File: src/logic/prss_defs.svh
`ifndef PRSS_DEFS_SVH
`define PRSS_DEFS_SVH

// Width of the pipeline and shadow registers and of both ports
`define PRSS_WIDTH 8
// Bit of the shadow register that feeds the serial output
`define PRSS_SCAN_MSB 7
// Bit of the shadow register that the serial input enters
`define PRSS_SCAN_LSB 0
// Control pins passed through one shared synchroniser: mode, scan in, output enable
`define PRSS_CTRL_PINS 3
// Clock pins sampled for edges: pipeline clock, shadow clock
`define PRSS_CLOCK_PINS 2

`endif

File: src/logic/prss_pkg.sv
`include "prss_defs.svh"

package prss_pkg;

	typedef logic [`PRSS_WIDTH-1:0] prss_byte_t;

	typedef enum logic [1:0] {
		PRSS_SH_SHIFT,
		PRSS_SH_CAPTURE,
		PRSS_SH_HOLD
	} prss_shop_t;

	// Shadow operation chosen by mode and serial input
	function automatic prss_shop_t prss_shadow_op(input logic modeLvl, input logic scanLvl);
		if (!modeLvl) begin
			return PRSS_SH_SHIFT;
		end
		return scanLvl ? PRSS_SH_HOLD : PRSS_SH_CAPTURE;
	endfunction : prss_shadow_op

endpackage : prss_pkg

File: src/logic/prss_top.sv
// How it works
// - 8-bit pipeline register loads on pipeline edge
// - Mode low: pipeline loads from data port
// - Mode high: pipeline loads from shadow register
// - Shadow changes only on shadow clock edge
// - Mode low: shift toward bit 7, data off
// - Scan out: bit 7, or scan in when mode high
// - Mode high, scan low: capture output port
// - Mode and scan high: hold, drive data port
// - Hold by blocking shadow edge, not recirculating
// - Output port drives pipeline when enable low
// - Shift and pipeline load may coincide freely
`include "prss_defs.svh"

module prss_top (
	input wire logic core_clk,
	input wire logic sys_rst,
	input wire logic pipeClock,
	input wire logic shadowClock,
	input wire logic mode,
	input wire logic scanIn,
	input wire logic outPortEnableN,
	input wire prss_pkg::prss_byte_t dataPortIn,
	input wire prss_pkg::prss_byte_t outPortIn,
	output prss_pkg::prss_byte_t dataPortOut,
	output logic dataPortOeN,
	output prss_pkg::prss_byte_t outPortOut,
	output logic outPortOeN,
	output logic scanOut
);

	logic [`PRSS_CLOCK_PINS-1:0] clockLevel;
	logic [`PRSS_CLOCK_PINS-1:0] clockRise;
	logic [`PRSS_CTRL_PINS-1:0] ctrlLevel;
	prss_pkg::prss_byte_t dataSync;
	prss_pkg::prss_byte_t outSync;
	prss_pkg::prss_byte_t pipeBits;
	prss_pkg::prss_byte_t shadowBits;
	prss_pkg::prss_byte_t next_pipe;
	prss_pkg::prss_shop_t shadowOp;
	wire logic pipeRise;
	wire logic shadowRise;
	wire logic modeSync;
	wire logic scanSync;
	wire logic outEnableSyncN;
	wire logic shadowLoad;
	wire logic dataDrive;
	wire logic next_scanOut;

	// Pins enter the core clock through two flip-flops before use
	prss_sync #(
		.WIDTH(`PRSS_CLOCK_PINS)
	) u_clock_sync (
		.core_clk(core_clk),
		.sys_rst(sys_rst),
		.pinIn({shadowClock, pipeClock}),
		.level(clockLevel),
		.rise(clockRise)
	);

	prss_sync #(
		.WIDTH(`PRSS_CTRL_PINS)
	) u_ctrl_sync (
		.core_clk(core_clk),
		.sys_rst(sys_rst),
		.pinIn({outPortEnableN, scanIn, mode}),
		.level(ctrlLevel),
		.rise()
	);

	prss_sync #(
		.WIDTH(2 * `PRSS_WIDTH)
	) u_data_sync (
		.core_clk(core_clk),
		.sys_rst(sys_rst),
		.pinIn({outPortIn, dataPortIn}),
		.level({outSync, dataSync}),
		.rise()
	);

	assign pipeRise = clockRise[0];
	assign shadowRise = clockRise[1];
	assign modeSync = ctrlLevel[0];
	assign scanSync = ctrlLevel[1];
	assign outEnableSyncN = ctrlLevel[2];

	assign shadowOp = prss_pkg::prss_shadow_op(modeSync, scanSync);
	// Hold swallows the shadow edge instead of reloading the same value
	assign shadowLoad = shadowRise && (shadowOp != prss_pkg::PRSS_SH_HOLD);
	assign dataDrive = (shadowOp == prss_pkg::PRSS_SH_HOLD);
	assign next_pipe = modeSync ? shadowBits : dataSync;
	assign next_scanOut = modeSync ? scanSync : shadowBits[`PRSS_SCAN_MSB];

	prss_shadow u_shadow (
		.core_clk(core_clk),
		.shadowLoad(shadowLoad),
		.shadowOp(shadowOp),
		.scanBit(scanSync),
		.parallelIn(outSync),
		.shadowBits(shadowBits)
	);

	// Pipeline has no reset and ignores the shadow clock entirely
	always_ff @(posedge core_clk) begin
		if (pipeRise) begin
			pipeBits <= next_pipe;
		end
	end

	always_ff @(posedge core_clk or posedge sys_rst) begin
		if (sys_rst) begin
			outPortOut <= '0;
			outPortOeN <= 1'b1;
		end else begin
			outPortOut <= pipeBits;
			outPortOeN <= outEnableSyncN;
		end
	end

	always_ff @(posedge core_clk or posedge sys_rst) begin
		if (sys_rst) begin
			dataPortOut <= '0;
			dataPortOeN <= 1'b1;
			scanOut <= 1'b0;
		end else begin
			dataPortOut <= shadowBits;
			dataPortOeN <= !dataDrive;
			scanOut <= next_scanOut;
		end
	end
endmodule : prss_top

File: src/logic/prss_sync.sv
`include "prss_defs.svh"

module prss_sync #(
	parameter int WIDTH = 1
) (
	input wire logic core_clk,
	input wire logic sys_rst,
	input wire logic [WIDTH-1:0] pinIn,
	output logic [WIDTH-1:0] level,
	output logic [WIDTH-1:0] rise
);

	logic [WIDTH-1:0] stageOne;
	logic [WIDTH-1:0] stageTwo;
	logic [WIDTH-1:0] stageThree;

	// First stage is read only by the second
	always_ff @(posedge core_clk or posedge sys_rst) begin
		if (sys_rst) begin
			stageOne <= '0;
			stageTwo <= '0;
			stageThree <= '0;
		end else begin
			stageOne <= pinIn;
			stageTwo <= stageOne;
			stageThree <= stageTwo;
		end
	end

	assign level = stageTwo;
	assign rise = stageTwo & ~stageThree;

endmodule : prss_sync

File: src/logic/prss_shadow.sv
`include "prss_defs.svh"

module prss_shadow (
	input wire logic core_clk,
	input wire logic shadowLoad,
	input wire prss_pkg::prss_shop_t shadowOp,
	input wire logic scanBit,
	input wire prss_pkg::prss_byte_t parallelIn,
	output prss_pkg::prss_byte_t shadowBits
);

	prss_pkg::prss_byte_t next_shadow;
	prss_pkg::prss_byte_t shifted;

	assign shifted = {shadowBits[`PRSS_SCAN_MSB-1:`PRSS_SCAN_LSB], scanBit};
	assign next_shadow = (shadowOp == prss_pkg::PRSS_SH_SHIFT) ? shifted : parallelIn;

	// No reset: contents are undefined until loaded; a shift edge defines only bit 0, a capture edge all bits
	always_ff @(posedge core_clk) begin
		if (shadowLoad) begin
			shadowBits <= next_shadow;
		end
	end

endmodule : prss_shadow

File: config.mk
export PLATFORM = sky130hd
export DESIGN_NAME = prss_top
export DESIGN_NICKNAME = d
export VERILOG_FILES = /design/src/logic/prss_pkg.sv /design/src/logic/prss_top.sv /design/src/logic/prss_sync.sv /design/src/logic/prss_shadow.sv
export VERILOG_INCLUDE_DIRS = /design/src /design/src/logic
export SDC_FILE = /design/constraint.sdc
export NUM_CORES = 1
export LEC_CHECK = 0
export BUFFER_PORTS_ARGS = -buffer_cell sky130_fd_sc_hd__buf_2
export CORE_MARGIN = 2
export CORE_UTILIZATION = 51
export DETAILED_ROUTE_END_ITERATION = 7
export PLACE_DENSITY = 0.75
export SLEW_MARGIN = 20
export SYNTH_ARGS = -nofsm -noshare
export SYNTH_HDL_FRONTEND = slang
export SYNTH_HIERARCHICAL = 1
export SYNTH_SLANG_ARGS = --single-unit
File: constraint.sdc
create_clock -name core_clk -period 1.68 [get_ports core_clk]
set_input_delay 0.336 -clock core_clk [delete_from_list [all_inputs] [get_ports core_clk]]
set_output_delay 0.336 -clock core_clk [all_outputs]
set_load 0.02 [all_outputs]
==> impl_metrics.env <==
export IMPL_worstPathCellList="and2_1 > nor2_4 > mux2_2"
export IMPL_drtIter0Drc=58
export IMPL_wirelength_microns=2878
export IMPL_cts_tree="yes"
export IMPL_wl_per_cell_microns=13.08
export IMPL_dieArea_sq_mm=0.005193
export IMPL_worst_pin_slew_ns=0.6962
export IMPL_setup_viol=0
export IMPL_hpwl_microns=2081
export IMPL_coreArea_sq_mm=0.004414
export IMPL_grt_usage=0.1353
export IMPL_multiInputGateArea_sq_um=276.5
export IMPL_ys_warn_count=6
export IMPL_io_buffers=41
export IMPL_crit_slowest_cell="dfrtp_1"
export IMPL_seqCellArea_sq_mm=0.002059
export IMPL_fin_crit_ns=1.469
export IMPL_path_max_fanout=8
export IMPL_diodes=0
export IMPL_hold_viol_final=0
export IMPL_syn2layout_area_growth_pct=21.03
export IMPL_nFillCells=313
export IMPL_cts_sinks=79
export IMPL_final_cell_mix="61 x dfrtp_1, 41 x buf_2, 16 x edfxtp_1"
export IMPL_worst_path_buf_inv=0
export IMPL_stdcell_area_sq_mm=0.002859
export IMPL_slew_viol_final=0
export IMPL_crit_family="simple AND/OR/NAND/NOR gates"
export IMPL_slowest_delay_ns=0.42
export IMPL_rows=24
export IMPL_grt_antenna_before_repair=0
export IMPL_layout_commonest_cell="dfrtp_1"
export IMPL_maxCapViolCount=0
export IMPL_start_util=0.5351
export IMPL_grt_max_degree=32
export IMPL_worstPathArrival_ns=1.55
export IMPL_setup_tns_ns=0
export IMPL_worstPathRequired_ns=1.76
export IMPL_hold_path_class="input port to flip-flop"
export IMPL_max_slew_margin=0.5354
export IMPL_ioPinCount=42
export IMPL_grt_first_pass_wirelength_microns=4892
export IMPL_overflow=0
export IMPL_cts_made_buffers=9
export IMPL_nets=186
export IMPL_peakVddDrop_mv=0.8499
export IMPL_placed_area_sq_mm=0.002644
export IMPL_clk_pin_slew_ns=0.07
export IMPL_ant_nets=0
export IMPL_root_buffer="clkbuf_8"
export IMPL_skew_ns=0.003960
export IMPL_startpoint_type="flip-flop"
export IMPL_htreeDepth=3
export IMPL_p_total_mw=3.692
export IMPL_drc=0
export IMPL_postSynthAreaPerCell_sq_um=21.87
export IMPL_cts_repair_resized=0
export IMPL_fp_dieH_microns=72.06
export IMPL_gpl_final_weighted_congestion=0.6737
export IMPL_powerDensity_mw_per_mm2=1291
export IMPL_firstDrtPassIters=4
export IMPL_clockBufferDepth=2
export IMPL_grt_pass1_vias=1064
export IMPL_critPathKind="flip-flop to flip-flop"
export IMPL_rsz0062_at_grt="no"
export IMPL_leakage_nw=1.306
export IMPL_status="finished clean"
export IMPL_viasPerCell=4.605
export IMPL_finalCritPeriodShare=0.8742
export IMPL_syn_inst=108
export IMPL_fp_dieW_microns=72.06
export IMPL_synth_fp_nets=131
export IMPL_drive_above_1_share=0.4702
export IMPL_end_kind="flip-flop"
export IMPL_fmax_mhz=680.9
export IMPL_clkLatencyLatePin_ns=0.33
export IMPL_syn_area_sq_mm=0.002362
export IMPL_vias=1013
==> area by class of cell <==
type,count,area share
inverters,4,0.005252
flip-flops and latches,79,0.7204
repair buffers,45,0.08315
well taps,52,0.02276
clock buffers,12,0.04726
clock inverters,4,0.02451
multi-input cells,24,0.09672
==> state kept, by name (all words and copies together), names as in the netlist <==
name / flops
u_ctrl_sync/stageOne: 3
u_clock_sync/stageOne: 2
u_shadow/shadowBits: 8
u_data_sync/level: 16
u_ctrl_sync/level: 3
dataPortOut: 8
u_data_sync/stageOne: 16
scanOut: 1
dataPortOeN: 1
pipeBits: 8
outPortOut: 8
u_clock_sync/level: 2
outPortOeN: 1
u_clock_sync/stageThree: 2
==> through the flow <==
step           setup WS, ns  hold WS, ns  cells    util
5_1_grt              0.1464      0.08332    220  0.6477
3_3_place_gp         0.2724       0.2092    203  0.5989
6_report             0.2113       0.1058    220  0.6477
4_1_cts              0.1959      0.08724    220  0.6477
2_1_floorplan       0.08625       0.1270    108       -
3_5_place_dp         0.1953       0.2168    203  0.5989
==> power by group <==
part           internal, mW  switching (mW)
Sequential             2.06          0.0313
Clock                 0.834           0.593
Combinational        0.0821          0.0962
==> per-layer routing <==
layer | track usage | vias to the layer above | share of wire | wire length (microns)
li1 | - | 468 | - | -
met1 | 0.1403 | 501 | 0.38 | 1092
met2 | 0.2171 | 35 | 0.51 | 1482
met3 | 0.06389 | 9 | 0.072 | 207
met4 | 0.09224 | 0 | 0.033 | 94
met5 | 0 | - | 0 | 0
==> final timing paths <==
check,startpoint,to,slack [ns],depth (start not counted)
max reg2reg,u_ctrl_sync/level[1],u_shadow/shadowBits[7],0.21,3
min in group asynchronous,sys_rst,u_data_sync/level[7],0.41,3
min,shadowClock,u_clock_sync/stageOne[1],0.11,1
max in group asynchronous,sys_rst,dataPortOut[2],0.56,3
max,u_ctrl_sync/level[1],u_shadow/shadowBits[7],0.21,3
min reg2reg,pipeBits[6],outPortOut[6],0.35,0
==> repair_timing <==
| action | CTS | global route |
|---|---|---|
| hold endpoints to repair | 13 | 0 |
| setup buffers | 0 | 0 |
| hold buffers | 1 | 0 |
(Power assumes the default switching activity.)
